**config.mk**
```make
export PLATFORM = sky130hd
export DESIGN_NAME = wfpd_top
export DESIGN_NICKNAME = d
export VERILOG_FILES = /design/src/wfpd_pkg.sv /design/src/wfpd_rx_if.sv /design/src/wfpd_pkt_scan.sv /design/src/wfpd_top.sv
export VERILOG_INCLUDE_DIRS = /design/src /design/src/src
export SDC_FILE = /design/constraint.sdc
export NUM_CORES = 1
export LEC_CHECK = 0
export BUFFER_PORTS_ARGS = -buffer_cell sky130_fd_sc_hd__buf_2
export CORE_MARGIN = 4
export CORE_UTILIZATION = 45
export DETAILED_ROUTE_END_ITERATION = 6
export SLEW_MARGIN = 20
export SYNTH_ARGS = -nofsm -noshare
export SYNTH_HDL_FRONTEND = slang
export SYNTH_SLANG_ARGS = --single-unit
```
**constraint.sdc**
```tcl
create_clock -name clk -period 4.7 [get_ports clk]
set_input_delay 1.175 -clock clk [delete_from_list [all_inputs] [get_ports clk]]
set_output_delay 1.175 -clock clk [all_outputs]
set_load 0.02 [all_outputs]
```
**src/wfpd_map.svh**
```systemverilog
// Purpose: register offsets, bit positions and constants of the wake detector
// Assumes: 32-bit AXI4-Lite words, byte addresses
// Notes:   included by bare name
`ifndef WFPD_MAP_SVH
`define WFPD_MAP_SVH
// ----------------------------------------------------------------
// register offsets
// ----------------------------------------------------------------
`define WFPD_PORT_OFS   8'h00
`define WFPD_CSR_OFS    8'h04
// ----------------------------------------------------------------
// control/status bit positions
// ----------------------------------------------------------------
`define WFPD_PKT_EN_BIT 1
`define WFPD_FRM_EN_BIT 2
`define WFPD_PKT_RX_BIT 4
`define WFPD_FRM_RX_BIT 5
`define WFPD_IRQ_EN_BIT 8
`define WFPD_PME_EN_BIT 9
// ----------------------------------------------------------------
// filter words and fields
// ----------------------------------------------------------------
`define WFPD_NWORDS     8
`define WFPD_CMD_WORD   4
`define WFPD_OFF_WORD   5
`define WFPD_CRC_WORD   6
`define WFPD_CMD_EN     0
`define WFPD_CMD_MCAST  3
`define WFPD_MASK_LEN   31
`define WFPD_MIN_OFS    12
`define WFPD_WORD_RST   32'h0000_0000
// ----------------------------------------------------------------
// crc, wake packet shape and bus response codes
// ----------------------------------------------------------------
`define WFPD_CRC_POLY   16'h8005
`define WFPD_CRC_INIT   16'hffff
`define WFPD_SYNC_LEN   3'h6
`define WFPD_ADDR_REPS  4'hf
`define WFPD_RESP_OK    2'h0
`define WFPD_RESP_ERR   2'h2
`endif

```
**src/wfpd_pkg.sv**
```systemverilog
// Purpose: shared types of the wake detector
// Assumes: nothing
// Notes:   constants live in wfpd_map.svh
package wfpd_pkg;
  typedef enum logic [1:0] {PS_SYNC, PS_ADDR, PS_DONE} wfpd_scan_e;
  typedef logic [10:0] wfpd_idx_t;
endpackage : wfpd_pkg

```
**src/wfpd_rx_if.sv**
```systemverilog
// Purpose: receive byte stream between the top and the packet scanner
// Assumes: one byte per valid cycle
// Notes:   destOk is stable from byte 6 onward
`timescale 1ns/100ps
interface wfpd_rx_if;
  logic            valid;
  logic            sof;
  logic [7:0]      data;
  logic [10:0]     idx;
  logic            destOk;
  modport src  (output valid, sof, data, idx, destOk);
  modport sink (input  valid, sof, data, idx, destOk);
endinterface : wfpd_rx_if

```
**src/wfpd_pkt_scan.sv**
```systemverilog
// Purpose: wake packet scanner (sync run then sixteen address copies)
// Assumes: bytes arrive in frame order
// Notes:   found is a one-cycle pulse from a flop
`timescale 1ns/100ps
`include "wfpd_map.svh"
module wfpd_pkt_scan import wfpd_pkg::*; (
  // clock and reset
  input wire logic  clk,
  input wire logic  rst_n,
  // byte stream
  wfpd_rx_if.sink   rx,
  // setup and result
  input wire logic [47:0] stationAddr,
  input wire logic  scanOn,
  output logic      found
);
  wfpd_scan_e  state_q;
  logic [2:0]  ffCnt_q;
  logic [2:0]  pos_q;
  logic [3:0]  rep_q;
  logic        found_q;
  logic        live;
  logic        isFf;
  logic        addrHit;

  function automatic logic [7:0] addrByte(input logic [47:0] a, input logic [2:0] p);
    return a[8*p +: 8];
  endfunction

  // scan only after both address fields of an eligible frame
  assign live    = scanOn && rx.valid && !rx.sof && rx.destOk && rx.idx >= 11'd12;
  assign isFf    = rx.data == 8'hff;
  assign addrHit = rx.data == addrByte(stationAddr, pos_q);
  assign found   = found_q;

  // ----------------------------------------------------------------
  // scanner state machine
  // ----------------------------------------------------------------
  // RULE11 sync stream search
  always_ff @(posedge clk or negedge rst_n) begin
    if (!rst_n) begin
      state_q <= PS_SYNC;
      ffCnt_q <= 3'h0;
      pos_q   <= 3'h0;
      rep_q   <= 4'h0;
      found_q <= 1'b0;
    end else begin
      found_q <= 1'b0;
      if (rx.valid && rx.sof) begin
        state_q <= PS_SYNC;
        ffCnt_q <= 3'h0;
        pos_q   <= 3'h0;
      end else if (live) begin
        case (state_q)
          PS_SYNC: begin
            // RULE14 sync may start at any byte
            if (isFf) begin
              ffCnt_q <= (ffCnt_q == `WFPD_SYNC_LEN) ? ffCnt_q : ffCnt_q + 3'h1;
            end else if (ffCnt_q == `WFPD_SYNC_LEN && addrHit) begin
              state_q <= PS_ADDR;
              pos_q   <= 3'h1;
              rep_q   <= 4'h0;
            end else begin
              ffCnt_q <= 3'h0;
            end
          end
          PS_ADDR: begin
            // RULE12 sixteen copies back to back
            if (addrHit) begin
              if (pos_q == 3'h5) begin
                pos_q <= 3'h0;
                rep_q <= rep_q + 4'h1;
                if (rep_q == `WFPD_ADDR_REPS) begin
                  state_q <= PS_DONE;
                  found_q <= 1'b1;
                end
              end else begin
                pos_q <= pos_q + 3'h1;
              end
            end else begin
              // RULE13 break restarts the search
              state_q <= PS_SYNC;
              ffCnt_q <= isFf ? 3'h1 : 3'h0;
              pos_q   <= 3'h0; // a cut copy must not skew the next sync match
            end
          end
          PS_DONE: state_q <= PS_DONE;
          default: state_q <= PS_SYNC;
        endcase
      end
    end
  end

  // ----------------------------------------------------------------
  // checks
  // ----------------------------------------------------------------
  a_found_after_reps: assert property (@(posedge clk) disable iff (!rst_n) // RULE12
    found |-> $past(rep_q) == `WFPD_ADDR_REPS && $past(pos_q) == 3'h5)
    else $error("found without sixteen copies");
  a_break_resyncs: assert property (@(posedge clk) disable iff (!rst_n) // RULE13
    live && state_q == PS_ADDR && !addrHit |=> state_q == PS_SYNC)
    else $error("broken copy run did not restart");
  c_found: cover property (@(posedge clk) disable iff (!rst_n) found);
endmodule // wfpd_pkt_scan

```
**src/wfpd_top.sv**
```systemverilog
// Purpose: wake frame pattern filters and wake packet detection
// Assumes: receive bytes synchronous to clk, stationAddr stable
// Notes:   registers over AXI4-Lite, one transfer each way at a time
// Operation
// RULE1: mask bit j selects byte offset plus j
// RULE2: command address type picks multicast or unicast
// RULE3: command bit zero enables the filter
// RULE4: software keeps offsets at twelve or more
// RULE5: offsets count from first destination byte
// RULE6: masked-byte crc equal to stored crc matches
// RULE7: packet enable halts normal reception, runs scan
// RULE8: packet detect sets status, irq or event
// RULE9: clearing packet enable restores normal reception
// RULE10: scan only own or broadcast frames
// RULE11: search for six all-ones sync bytes
// RULE12: sixteen back-to-back address copies required
// RULE13: broken copy run restarts sync search
// RULE14: sync and copies may start anywhere
// RULE15: multicast frames with copies also accepted
// RULE16: D1 state forces both detectors on
// RULE17: frame enable runs filters, sets received status
// RULE18: four independent filters with own fields
// RULE19: software loads filters by eight port writes
// RULE20: broadcast match ignores broadcast disable setting
// RULE21: match judged at frame end, not on fcs errors
`timescale 1ns/100ps
`include "wfpd_map.svh"
module wfpd_top import wfpd_pkg::*; #(
  parameter int NFILT = 4,
  parameter int AW    = 8
)(
  // clock and reset
  input wire logic          clk,
  input wire logic          rst_n,
  // axi4-lite write
  input wire logic [AW-1:0] s_axi_awaddr,
  input wire logic          s_axi_awvalid,
  output logic              s_axi_awready,
  input wire logic [31:0]   s_axi_wdata,
  input wire logic [3:0]    s_axi_wstrb,
  input wire logic          s_axi_wvalid,
  output logic              s_axi_wready,
  output logic [1:0]        s_axi_bresp,
  output logic              s_axi_bvalid,
  input wire logic          s_axi_bready,
  // axi4-lite read
  input wire logic [AW-1:0] s_axi_araddr,
  input wire logic          s_axi_arvalid,
  output logic              s_axi_arready,
  output logic [31:0]       s_axi_rdata,
  output logic [1:0]        s_axi_rresp,
  output logic              s_axi_rvalid,
  input wire logic          s_axi_rready,
  // receive datapath
  input wire logic          rxValid,
  input wire logic          rxSof,
  input wire logic          rxEof,
  input wire logic [7:0]    rxData,
  input wire logic          rxFcsErr,
  // mac setup and power state
  input wire logic [47:0]   stationAddr,
  input wire logic          broadcastDisable,
  input wire logic          powerStateD1,
  // results
  output logic              normalRxEnable,
  output logic              wakeIrq,
  output logic              powerEventOut
);
  // ----------------------------------------------------------------
  // declarations
  // ----------------------------------------------------------------
  logic [31:0] word_q [`WFPD_NWORDS];
  logic [2:0]  wPtr_q, rPtr_q;
  logic        awHeld_q, wHeld_q, bvalid_q, rvalid_q;
  logic [AW-1:0] awAddr_q;
  logic [31:0] wData_q, rData_q;
  logic [3:0]  wStrb_q;
  logic [1:0]  bResp_q, rResp_q;
  logic        doWr, doRd, wrPort, wrCsr, rdPort;
  logic        pktEn_q, frmEn_q, irqEn_q, pmeEn_q;
  logic        pktRx_q, frmRx_q, irq_q, pme_q;
  logic [31:0] csrRd, csrNew;
  wfpd_idx_t   idx, byteCnt_q;
  logic [47:0] destBuf_q;
  logic        destMcast, destOwn, frameOn, packetOn, frameEnd;
  logic [15:0] crc_q [NFILT];
  logic [15:0] crcNext [NFILT];
  logic [NFILT-1:0] sel, match;
  logic        pktFound;
  wfpd_rx_if   rx ();

  function automatic logic [15:0] crcByte(input logic [15:0] c, input logic [7:0] d);
    logic [15:0] r;
    r = c;
    for (int b = 0; b < 8; b++) begin
      if (r[15] ^ d[7-b]) r = {r[14:0], 1'b0} ^ `WFPD_CRC_POLY;
      else r = {r[14:0], 1'b0};
    end
    return r;
  endfunction

  function automatic logic [31:0] merge(input logic [31:0] o, input logic [31:0] n,
                                        input logic [3:0] s);
    logic [31:0] r;
    r = o;
    for (int k = 0; k < 4; k++) if (s[k]) r[8*k +: 8] = n[8*k +: 8];
    return r;
  endfunction

  // ----------------------------------------------------------------
  // axi4-lite slave
  // ----------------------------------------------------------------
  assign s_axi_awready = !awHeld_q && !bvalid_q;
  assign s_axi_wready  = !wHeld_q && !bvalid_q;
  assign s_axi_bvalid  = bvalid_q;
  assign s_axi_bresp   = bResp_q;
  assign s_axi_arready = !rvalid_q;
  assign s_axi_rvalid  = rvalid_q;
  assign s_axi_rdata   = rData_q;
  assign s_axi_rresp   = rResp_q;
  assign doWr   = awHeld_q && wHeld_q && !bvalid_q;
  assign doRd   = s_axi_arvalid && !rvalid_q;
  assign wrPort = doWr && awAddr_q == AW'(`WFPD_PORT_OFS);
  assign wrCsr  = doWr && awAddr_q == AW'(`WFPD_CSR_OFS);
  assign rdPort = doRd && s_axi_araddr == AW'(`WFPD_PORT_OFS);

  // address and data are caught in either order, answered when both held
  always_ff @(posedge clk or negedge rst_n) begin
    if (!rst_n) begin
      awHeld_q <= 1'b0;
      wHeld_q  <= 1'b0;
      awAddr_q <= '0;
      wData_q  <= 32'h0;
      wStrb_q  <= 4'h0;
      bvalid_q <= 1'b0;
      bResp_q  <= `WFPD_RESP_OK;
    end else begin
      if (s_axi_awvalid && s_axi_awready) begin
        awHeld_q <= 1'b1;
        awAddr_q <= s_axi_awaddr;
      end
      if (s_axi_wvalid && s_axi_wready) begin
        wHeld_q <= 1'b1;
        wData_q <= s_axi_wdata;
        wStrb_q <= s_axi_wstrb;
      end
      if (doWr) begin
        awHeld_q <= 1'b0;
        wHeld_q  <= 1'b0;
        bvalid_q <= 1'b1;
        bResp_q  <= (wrPort || wrCsr) ? `WFPD_RESP_OK : `WFPD_RESP_ERR;
      end else if (bvalid_q && s_axi_bready) begin
        bvalid_q <= 1'b0;
      end
    end
  end

  // read data is registered; unmapped addresses answer slverr
  always_ff @(posedge clk or negedge rst_n) begin
    if (!rst_n) begin
      rvalid_q <= 1'b0;
      rData_q  <= 32'h0;
      rResp_q  <= `WFPD_RESP_OK;
    end else if (doRd) begin
      rvalid_q <= 1'b1;
      rResp_q  <= `WFPD_RESP_OK;
      if (rdPort) rData_q <= word_q[rPtr_q];
      else if (s_axi_araddr == AW'(`WFPD_CSR_OFS)) rData_q <= csrRd;
      else begin
        rData_q <= 32'h0;
        rResp_q <= `WFPD_RESP_ERR;
      end
    end else if (rvalid_q && s_axi_rready) begin
      rvalid_q <= 1'b0;
    end
  end

  // ----------------------------------------------------------------
  // filter port: eight words reached through one address
  // ----------------------------------------------------------------
  // RULE19 successive port writes
  always_ff @(posedge clk or negedge rst_n) begin
    if (!rst_n) begin
      for (int k = 0; k < `WFPD_NWORDS; k++) word_q[k] <= `WFPD_WORD_RST;
      wPtr_q <= 3'h0;
      rPtr_q <= 3'h0;
    end else begin
      if (wrPort) begin
        word_q[wPtr_q] <= merge(word_q[wPtr_q], wData_q, wStrb_q);
        wPtr_q <= wPtr_q + 3'h1;
      end
      if (rdPort) rPtr_q <= rPtr_q + 3'h1;
      // a control write rewinds both pointers to word zero
      if (wrCsr) begin
        wPtr_q <= 3'h0;
        rPtr_q <= 3'h0;
      end
    end
  end

  // ----------------------------------------------------------------
  // control and status
  // ----------------------------------------------------------------
  always_comb begin
    csrRd = 32'h0;
    csrRd[`WFPD_PKT_EN_BIT] = pktEn_q;
    csrRd[`WFPD_FRM_EN_BIT] = frmEn_q;
    csrRd[`WFPD_PKT_RX_BIT] = pktRx_q;
    csrRd[`WFPD_FRM_RX_BIT] = frmRx_q;
    csrRd[`WFPD_IRQ_EN_BIT] = irqEn_q;
    csrRd[`WFPD_PME_EN_BIT] = pmeEn_q;
  end

  assign csrNew = merge(csrRd, wData_q, wStrb_q);
  // enables are plain bits; received flags clear on write-one, set wins
  always_ff @(posedge clk or negedge rst_n) begin
    if (!rst_n) begin
      pktEn_q <= 1'b0;
      frmEn_q <= 1'b0;
      irqEn_q <= 1'b0;
      pmeEn_q <= 1'b0;
      pktRx_q <= 1'b0;
      frmRx_q <= 1'b0;
    end else begin
      if (wrCsr) begin
        pktEn_q <= csrNew[`WFPD_PKT_EN_BIT];
        frmEn_q <= csrNew[`WFPD_FRM_EN_BIT];
        irqEn_q <= csrNew[`WFPD_IRQ_EN_BIT];
        pmeEn_q <= csrNew[`WFPD_PME_EN_BIT];
      end
      // RULE8 packet received status
      pktRx_q <= pktFound ||
        (pktRx_q && !(wrCsr && wStrb_q[0] && wData_q[`WFPD_PKT_RX_BIT]));
      // RULE17 frame received status
      frmRx_q <= (|match) ||
        (frmRx_q && !(wrCsr && wStrb_q[0] && wData_q[`WFPD_FRM_RX_BIT]));
    end
  end

  // RULE8 notify host or power event
  always_ff @(posedge clk or negedge rst_n) begin
    if (!rst_n) begin
      irq_q <= 1'b0;
      pme_q <= 1'b0;
    end else begin
      irq_q <= irqEn_q && (pktRx_q || frmRx_q);
      pme_q <= pmeEn_q && (pktRx_q || frmRx_q);
    end
  end
  assign wakeIrq       = irq_q;
  assign powerEventOut = pme_q;

  // RULE16 low-power state forces detection on
  assign frameOn  = frmEn_q || powerStateD1;
  assign packetOn = pktEn_q || powerStateD1;
  // RULE7 RULE9 normal reception only with both detectors off
  assign normalRxEnable = !(frameOn || packetOn);

  // ----------------------------------------------------------------
  // frame byte position and destination address
  // ----------------------------------------------------------------
  // RULE5 offset zero is the first destination byte
  assign idx = rxSof ? 11'h0 : byteCnt_q;
  always_ff @(posedge clk or negedge rst_n) begin
    if (!rst_n) begin
      byteCnt_q <= 11'h0;
      destBuf_q <= 48'h0;
    end else if (rxValid) begin
      byteCnt_q <= (idx == 11'h7ff) ? idx : idx + 11'h1;
      if (idx < 11'd6) destBuf_q[8*idx[2:0] +: 8] <= rxData;
    end
  end
  // RULE20 broadcast counts as multicast here; broadcastDisable is not consulted
  assign destMcast = destBuf_q[0];
  assign destOwn   = destBuf_q == stationAddr;
  assign frameEnd  = rxValid && rxEof && frameOn && idx >= 11'd6;

  // ----------------------------------------------------------------
  // pattern filters
  // ----------------------------------------------------------------
  // RULE18 one crc engine per filter
  always_comb begin
    wfpd_idx_t   rel;
    logic [15:0] base;
    logic [7:0]  cmd;
    rel = 11'h0;
    base = 16'h0;
    cmd = 8'h0;
    for (int i = 0; i < NFILT; i++) begin
      rel  = idx - {3'h0, word_q[`WFPD_OFF_WORD][8*i +: 8]};
      cmd  = word_q[`WFPD_CMD_WORD][8*i +: 8];
      base = rxSof ? `WFPD_CRC_INIT : crc_q[i];
      // RULE1 RULE5 masked window from the offset
      sel[i] = idx >= {3'h0, word_q[`WFPD_OFF_WORD][8*i +: 8]} &&
               rel < 11'(`WFPD_MASK_LEN) && word_q[i][rel[4:0]];
      crcNext[i] = sel[i] ? crcByte(base, rxData) : base;
      // RULE2 RULE3 RULE6 RULE21 type, enable, crc, good fcs at end
      match[i] = frameEnd && !rxFcsErr && cmd[`WFPD_CMD_EN] &&
                 (cmd[`WFPD_CMD_MCAST] ? destMcast : destOwn) &&
                 crcNext[i] == word_q[`WFPD_CRC_WORD + i/2][16*(i%2) +: 16];
    end
  end

  always_ff @(posedge clk or negedge rst_n) begin
    if (!rst_n) begin
      for (int i = 0; i < NFILT; i++) crc_q[i] <= `WFPD_CRC_INIT;
    end else if (rxValid) begin
      for (int i = 0; i < NFILT; i++) crc_q[i] <= crcNext[i];
    end
  end

  // ----------------------------------------------------------------
  // wake packet scanner
  // ----------------------------------------------------------------
  assign rx.valid  = rxValid;
  assign rx.sof    = rxSof;
  assign rx.data   = rxData;
  assign rx.idx    = idx;
  // RULE10 RULE15 own, broadcast or multicast destinations
  assign rx.destOk = destOwn || destMcast;

  wfpd_pkt_scan u_scan (
    .clk         (clk),
    .rst_n       (rst_n),
    .rx          (rx.sink),
    .stationAddr (stationAddr),
    .scanOn      (packetOn),
    .found       (pktFound)
  );

  // ----------------------------------------------------------------
  // checks
  // ----------------------------------------------------------------
  a_disabled_no_match: assert property (@(posedge clk) disable iff (!rst_n) // RULE3
    !word_q[`WFPD_CMD_WORD][8*(NFILT-1)+`WFPD_CMD_EN] |-> !match[NFILT-1])
    else $error("disabled filter matched");
  a_type_multicast: assert property (@(posedge clk) disable iff (!rst_n) // RULE2
    match[NFILT-1] && word_q[`WFPD_CMD_WORD][8*(NFILT-1)+`WFPD_CMD_MCAST] |-> destMcast)
    else $error("multicast filter matched unicast");
  a_mask_skips: assert property (@(posedge clk) disable iff (!rst_n) // RULE1
    rxValid && !rxSof && !sel[NFILT-1] |=> crc_q[NFILT-1] == $past(crc_q[NFILT-1]))
    else $error("unmasked byte changed crc");
  a_before_offset: assert property (@(posedge clk) disable iff (!rst_n) // RULE5
    idx < {3'h0, word_q[`WFPD_OFF_WORD][8*(NFILT-1) +: 8]} |-> !sel[NFILT-1])
    else $error("byte before offset used");
  a_fcs_err_drops: assert property (@(posedge clk) disable iff (!rst_n) // RULE21
    rxFcsErr || !rxEof |-> match == '0)
    else $error("match outside good frame end");
  a_frame_status: assert property (@(posedge clk) disable iff (!rst_n) // RULE17
    |match |=> frmRx_q ##1 (frmRx_q || $past(wrCsr && wData_q[`WFPD_FRM_RX_BIT])))
    else $error("frame match lost");
  a_pkt_irq: assert property (@(posedge clk) disable iff (!rst_n) // RULE8
    pktFound && irqEn_q && !wrCsr ##1 !wrCsr |=> wakeIrq)
    else $error("packet found without irq");
  a_rx_halted: assert property (@(posedge clk) disable iff (!rst_n) // RULE7
    pktEn_q || powerStateD1 |-> !normalRxEnable && packetOn && frameOn == (frmEn_q || powerStateD1))
    else $error("normal reception during scan");
  a_rx_resumes: assert property (@(posedge clk) disable iff (!rst_n) // RULE9
    $fell(pktEn_q) && !frmEn_q && !powerStateD1 |-> normalRxEnable)
    else $error("reception not restored");
  c_filter_match: cover property (@(posedge clk) disable iff (!rst_n) |match);
  c_pkt_found: cover property (@(posedge clk) disable iff (!rst_n) pktFound);
  c_d1_wake: cover property (@(posedge clk) disable iff (!rst_n) powerStateD1 ##1 pme_q);
endmodule // wfpd_top

```
# Word level (Yosys, flattened, before mapping)
# Cells that the tools add are included.
# word_totals
ff_bits,490
in_bits,121
out_inout_bits,44
wordCells,374
# classes
add_sub_neg,11
shift,3
order_cmp,18
n_reduce_logical,87
bitwise_logic,67
n_eq_ne,26
muxes,123
# op_table
op,n
2-to-1 mux 16 bit,40
bitwise mux 256 bit,1
binary-select mux 32 bit (select 3 bit),2
2-to-1 mux 32 bit,6
demux 32 bit (select 3 bit),1
NOT 3 bit,32
equality test 16 bit,4
2-to-1 mux 8 bit,8
logical AND 1 bit,50
bitwise mux 48 bit,1
equality test 48 bit,1
2-to-1 mux 3 bit,16
variable shift 8 x 34 -> 48 bit (first input constant),1
indexed part select 48 x 7 -> 8 bit,1
indexed part select 8 x 34 -> 48 bit,1
>= comparator 11 x 8 -> 1 bit,4
< comparator 11 x 5 -> 1 bit (second input constant),4
subtractor 11 x 8 -> 11 bit,4
negation 6 -> 34 bit,1
bitwise XOR 1 bit,32
< comparator 5 x 6 -> 1 bit (second input constant),4
2-to-1 mux 1 bit,23
2-to-1 mux 11 bit,2
binary-select mux 1 bit (select 5 bit),4
41 further kinds,92

# Depth between registers and ports, before layout
# logic_depth
word_depth,22
ltp_mapped,26

# By module
# A second synthesis with hierarchy kept.
# hier_totals
hier_cells,3541
area_unflattened_um2,32322.2
# by_module_without_submodules
module,seq_area_each_um2,instances,area_per_inst_um2,cells_per_inst
wfpd_top,11966.5,1,30747.0,3354
wfpd_pkt_scan,325.3,1,1575.3,187

# Worst setup path after synthesis
# No wires, ideal clock.
# synth_path
path_kind,input-to-reg
startpoint,input port rxSof
endpoint,register frmRx_q
path_stages,25
required_ns,4.605
setup_time_ns,0.095
t_arrival_ns,6.276
setup_slack_ns,-1.671
cell_sequence,clkbuf_1 -> buf_2 -> buf_2 -> buf_4 -> buf_2 -> buf_2 -> buf_1 -> buf_2 -> buf_2 -> nor2b_1 -> ha_1 -> clkbuf_1 -> and3b_1 -> o21ai_0 -> a211oi_1 -> a2111oi_0 -> nand4_1 -> nor4_4 -> mux2_1 -> or3_1 -> a21oi_1 -> a41oi_1 -> o41ai_1 -> a31oi_1 -> o31ai_1
# synth_via
elab_chain_len,22
word_cells_on_any_way,154
classes_between,4 x add/sub; 9 x order compare; 4 x eq/ne; 49 x mux; 64 x bitwise; 24 x reduce/logical
# synth_rtl
element,line_no,text
start: declaration,wfpd_top.sv:56,"input wire logic rxSof,"
2-to-1 mux 16 bit,wfpd_top.sv:292,base = rxSof ? `WFPD_CRC_INIT : crc_q[i];
bitwise XOR 1 bit or NOT 3 bit (tied branches),n/a,
2-to-1 mux 16 bit,wfpd_top.sv:96,"if (r[15] ^ d[7-b]) r = {r[14:0], 1'b0} ^ `WFPD_CRC_POLY;"
bitwise XOR 1 bit,wfpd_top.sv:96,
2-to-1 mux 16 bit,wfpd_top.sv:96,
bitwise XOR 1 bit,wfpd_top.sv:96,
2-to-1 mux 16 bit,wfpd_top.sv:96,
bitwise XOR 1 bit,wfpd_top.sv:96,
[... 6 more ...],n/a,
2-to-1 mux 16 bit,wfpd_top.sv:96,
bitwise XOR 1 bit,wfpd_top.sv:96,
2-to-1 mux 16 bit,wfpd_top.sv:96,
2-to-1 mux 16 bit,wfpd_top.sv:296,"crcNext[i] = sel[i] ? crcByte(base, rxData) : base;"
equality test 16 bit,wfpd_top.sv:300,crcNext[i] == word_q[`WFPD_CRC_WORD + i/2][16*(i%2) +: 16];
logical AND 1 bit,wfpd_top.sv:298,match[i] = frameEnd && !rxFcsErr && cmd[`WFPD_CMD_EN] &&
OR reduction 4 bit *,wfpd_top.sv:235,frmRx_q <= (|match) ||
logical OR 1 bit *,wfpd_top.sv:235,
end signal: assignment,wfpd_top.sv:235,
end: declaration,wfpd_top.sv:81,"logic pktRx_q, frmRx_q, irq_q, pme_q;"
# Every way passes the cells marked *; elsewhere a longest branch is shown, timed or not. The select of a mux whose other input is x is not followed.
# A chain may end at the register's enable or synchronous reset.

# Worst setup path after layout
# Same ends and word-level chain as after synthesis.

==> flow_metrics.env <==
export IMPL_cts_sinks=488
export IMPL_avgSynthCellArea_um2=9.39
export IMPL_gp_congestion=0.971
export IMPL_ir_worst_vdd_mv=0.339
export IMPL_regToRegEndpoint="frmRx_q$_DFF_PN0_"
export IMPL_cpLargestDelayFamily="buffers and inverters"
export IMPL_dieHeight_um=274
export IMPL_fin_cells=4655
export IMPL_dp_cells=4530
export IMPL_clock_root_buffer="clkbuf_16"
export IMPL_reg2reg_depth=22
export IMPL_ant_nets=0
export IMPL_grtUsageTotal_pct=31.7
export IMPL_relSlewSlack_pct=12.5
export IMPL_fin_setup_tns_ns=0
export IMPL_fin_skew_ns=0.0370
export IMPL_port_buffers=161
export IMPL_grt_pass1_vias=28900
export IMPL_min_to="pktRx_q$_DFF_PN0_"
export IMPL_grt_pass1_wl_um=182000
export IMPL_die_area_mm2=0.0751
export IMPL_max_stage_delay_ns=0.55
export IMPL_clk_latency_ns=0.64
export IMPL_cts_tree="done"
export IMPL_htreeDepth=2
export IMPL_fin_crit_ns=4.69
export IMPL_path_buf_inv=9
export IMPL_ys_warn_count=0
export IMPL_nFillCells=6312
export IMPL_arrival_ns=5.20
export IMPL_antenna_found_initial=5
export IMPL_die_width_um=274
export IMPL_cts_buffers=57
export IMPL_async_flop_share_pct=100
export IMPL_crit_required_ns=5.21
export IMPL_clockBufferDepth=3
export IMPL_path_cells="buf_12 > clkinv_8 > nand2_8 > ha_4 > inv_2 > fa_2 > buf_12 > mux4_2 > mux2i_1 > buf_4 > mux2i_4 > mux2_4 > nand4_1 > buf_4 > clkbuf_16 > o31ai_1 > a211o_1 > and4_1 > a41oi_2 > buf_4 > o41ai_4 > a31oi_1 > buf_4 > o31ai_2"
export IMPL_area_growth_pct=19.0
export IMPL_start_util_pct=45.5
export IMPL_ys_flop_type="dfrtp_1"
export IMPL_hp_class="register to register"
export IMPL_pwr_density_cell_mw_per_mm2=401
export IMPL_slew_violations=0
export IMPL_syn_inst=3389
export IMPL_route_detailed_drc=0
export IMPL_ys_ff_latch=488
export IMPL_drive_above_1_share_pct=26.4
export IMPL_post_drt_via_cell_ratio=6.29
export IMPL_finalCritPeriodShare_pct=99.8
export IMPL_cp_common_cell="buf_4"
export IMPL_postCtsHoldBufs=0
export IMPL_setup_violations=0
export IMPL_cp_max_fo=7
export IMPL_layout_commonest_cell="nand2_1"
export IMPL_vias=29300
export IMPL_placementRows=97
export IMPL_clk_pin_slew_worst_paths_ns=0.06
export IMPL_synth_edf_count=0
export IMPL_r2r_setup_slack_ns=0.22
export IMPL_worstMarginPinSlew_ns=1.31
export IMPL_grt_remaining_overflow=0
export IMPL_dp_hpwl_um=90200
export IMPL_hold_viol=0
export IMPL_leakagePower_nw=15.9
export IMPL_hold_depth=1
export IMPL_yosys_cell_types_count=103
export IMPL_routed_wl_um=121000
export IMPL_first_pass_iters=7
export IMPL_io_pins=165
export IMPL_criticalPathCategory="input pin to register"
export IMPL_final_cell_mix="449 x nand2_1, 418 x dfrtp_1, 391 x o21ai_0"
export IMPL_yosysSeqAreaShare_pct=38.6
export IMPL_crit_path_end_kind="register"
export IMPL_hold_start="u_scan.found$_DFF_PN0_"
export IMPL_synth_area_mm2=0.0318
export IMPL_nets=3812
export IMPL_wl_per_cell_um=26.0
export IMPL_critPathLaunchType="input pin"
export IMPL_max_freq_ghz=0.213
export IMPL_status="finished clean"
export IMPL_drt_iter0_markers=3573
export IMPL_cp_slowest_cell="fa_2"
export IMPL_grt_max_degree=109
export IMPL_rsz0062_at_grt="true"
export IMPL_maxCapViolCount=0
export IMPL_worstReg2RegStart="byteCnt_q[0]$_DFFE_PN0P_"
export IMPL_core_area_mm2=0.0700
cell families after synthesis:
| group | after synthesis | share of synthesized area (%) |
|---|---|---|
| simple gates | 964 | 13.7 |
| compound gates | 943 | 18.6 |
| flops | 488 | 38.6 |
| buf+inv | 393 | 4.89 |
| mux | 364 | 16.9 |
| xor+xnor | 201 | 5.83 |
| fa+ha+maj | 35 | 1.42 |
| other cells | 1 | 0.0118 |
repair_timing:
action,4_1_cts,5_1_grt
pin swaps,4,17
buffers inserted,2,11
cloned,0,1
resized for setup,17,42
endpoints found under the setup margin,1,22
per-stage QoR:
step                      hold slack (ns)  power (W)  utilization [%]  setup WS [ns]  cell area, um^2
after floorplan                     0.404    0.00830                -         -0.807            32000
after global placement              0.421     0.0102             50.6          -1.23            35400
after detailed placement            0.426     0.0103             50.6          -1.26            35400
after CTS                           0.436     0.0151             53.7        0.00521            37600
after global routing                0.453     0.0159             54.1        -0.0894            37900
final                               0.433     0.0152             54.1         0.0112            37900
state kept, by name, summed over array words and instances, names as in the netlist, 2 cells and up:
name and flops:
s_axi_rdata 32, byteCnt_q 11, u_scan.pos_q 3, u_scan.state_q 2, wPtr_q 3, u_scan.ffCnt_q 3, wData_q 32, u_scan.rep_q 4
awAddr_q 8, rPtr_q 3, crc_q 64, word_q 256, wStrb_q 4, destBuf_q 48
cell usage after synthesis (22+ instances only):
cell | n | area (um^2)
nand2_1 | 460 | 1730
dfrtp_1 | 424 | 10600
o21ai_0 | 394 | 1970
nor2_1 | 202 | 758
clkbuf_1 | 191 | 717
a21oi_1 | 158 | 791
mux4_2 | 128 | 2880
mux2i_1 | 124 | 1240
inv_1 | 120 | 450
xnor2_1 | 112 | 981
mux2_2 | 109 | 1230
xor2_1 | 81 | 709
dfstp_2 | 64 | 1680
o22ai_1 | 59 | 369
nand3_1 | 55 | 275
nor3_1 | 45 | 225
buf_1 | 40 | 150
a221oi_1 | 31 | 272
nand2b_1 | 31 | 194
nor4_1 | 29 | 181
buf_2 | 27 | 135
nand4_1 | 27 | 169
ha_1 | 24 | 300
o22a_1 | 22 | 193
final cells by class:
type | instances | area (um^2) | area share (%)
Clock buffer | 69 | 1560 | 4.12
Clock inverter | 39 | 474 | 1.25
Tap cell | 940 | 1180 | 3.10
Sequential cell | 488 | 12300 | 32.5
Timing Repair Buffer | 482 | 3580 | 9.45
Inverter | 125 | 489 | 1.29
Multi-Input combinational cell | 2509 | 18300 | 48.3
Antenna cell | 3 | 7.51 | 0.0198
metal layers:
metal / vias to the layer above / wire length (um) / track usage, %
li1: 12900 / - / -
met1: 14500 / 48900 / 42.9
met2: 1516 / 55300 / 50.1
met3: 325 / 10400 / 5.57
met4: 2 / 6430 / 14.3
met5: - / 11 / 0
power by group:
part	switching (W)	internal, W	total, W
combinational	0.00260	0.00215	0.00475
clock	0.00194	0.00283	0.00477
sequential	0.000816	0.00486	0.00567
worst max path at each step:
stage          start                 to  slack [ns]  depth (start not counted)
2_1_floorplan  rxSof  frmRx_q$_DFF_PN0_       -0.81                         25
3_3_place_gp   rxSof  frmRx_q$_DFF_PN0_       -1.23                         22
3_5_place_dp   rxSof  frmRx_q$_DFF_PN0_       -1.26                         22
4_1_cts        rxSof  frmRx_q$_DFF_PN0_       0.005                         22
5_1_grt        rxSof  frmRx_q$_DFF_PN0_       -0.09                         24
6_report       rxSof  frmRx_q$_DFF_PN0_        0.01                         24
Note: power is estimated with default switching activity, not from simulation.
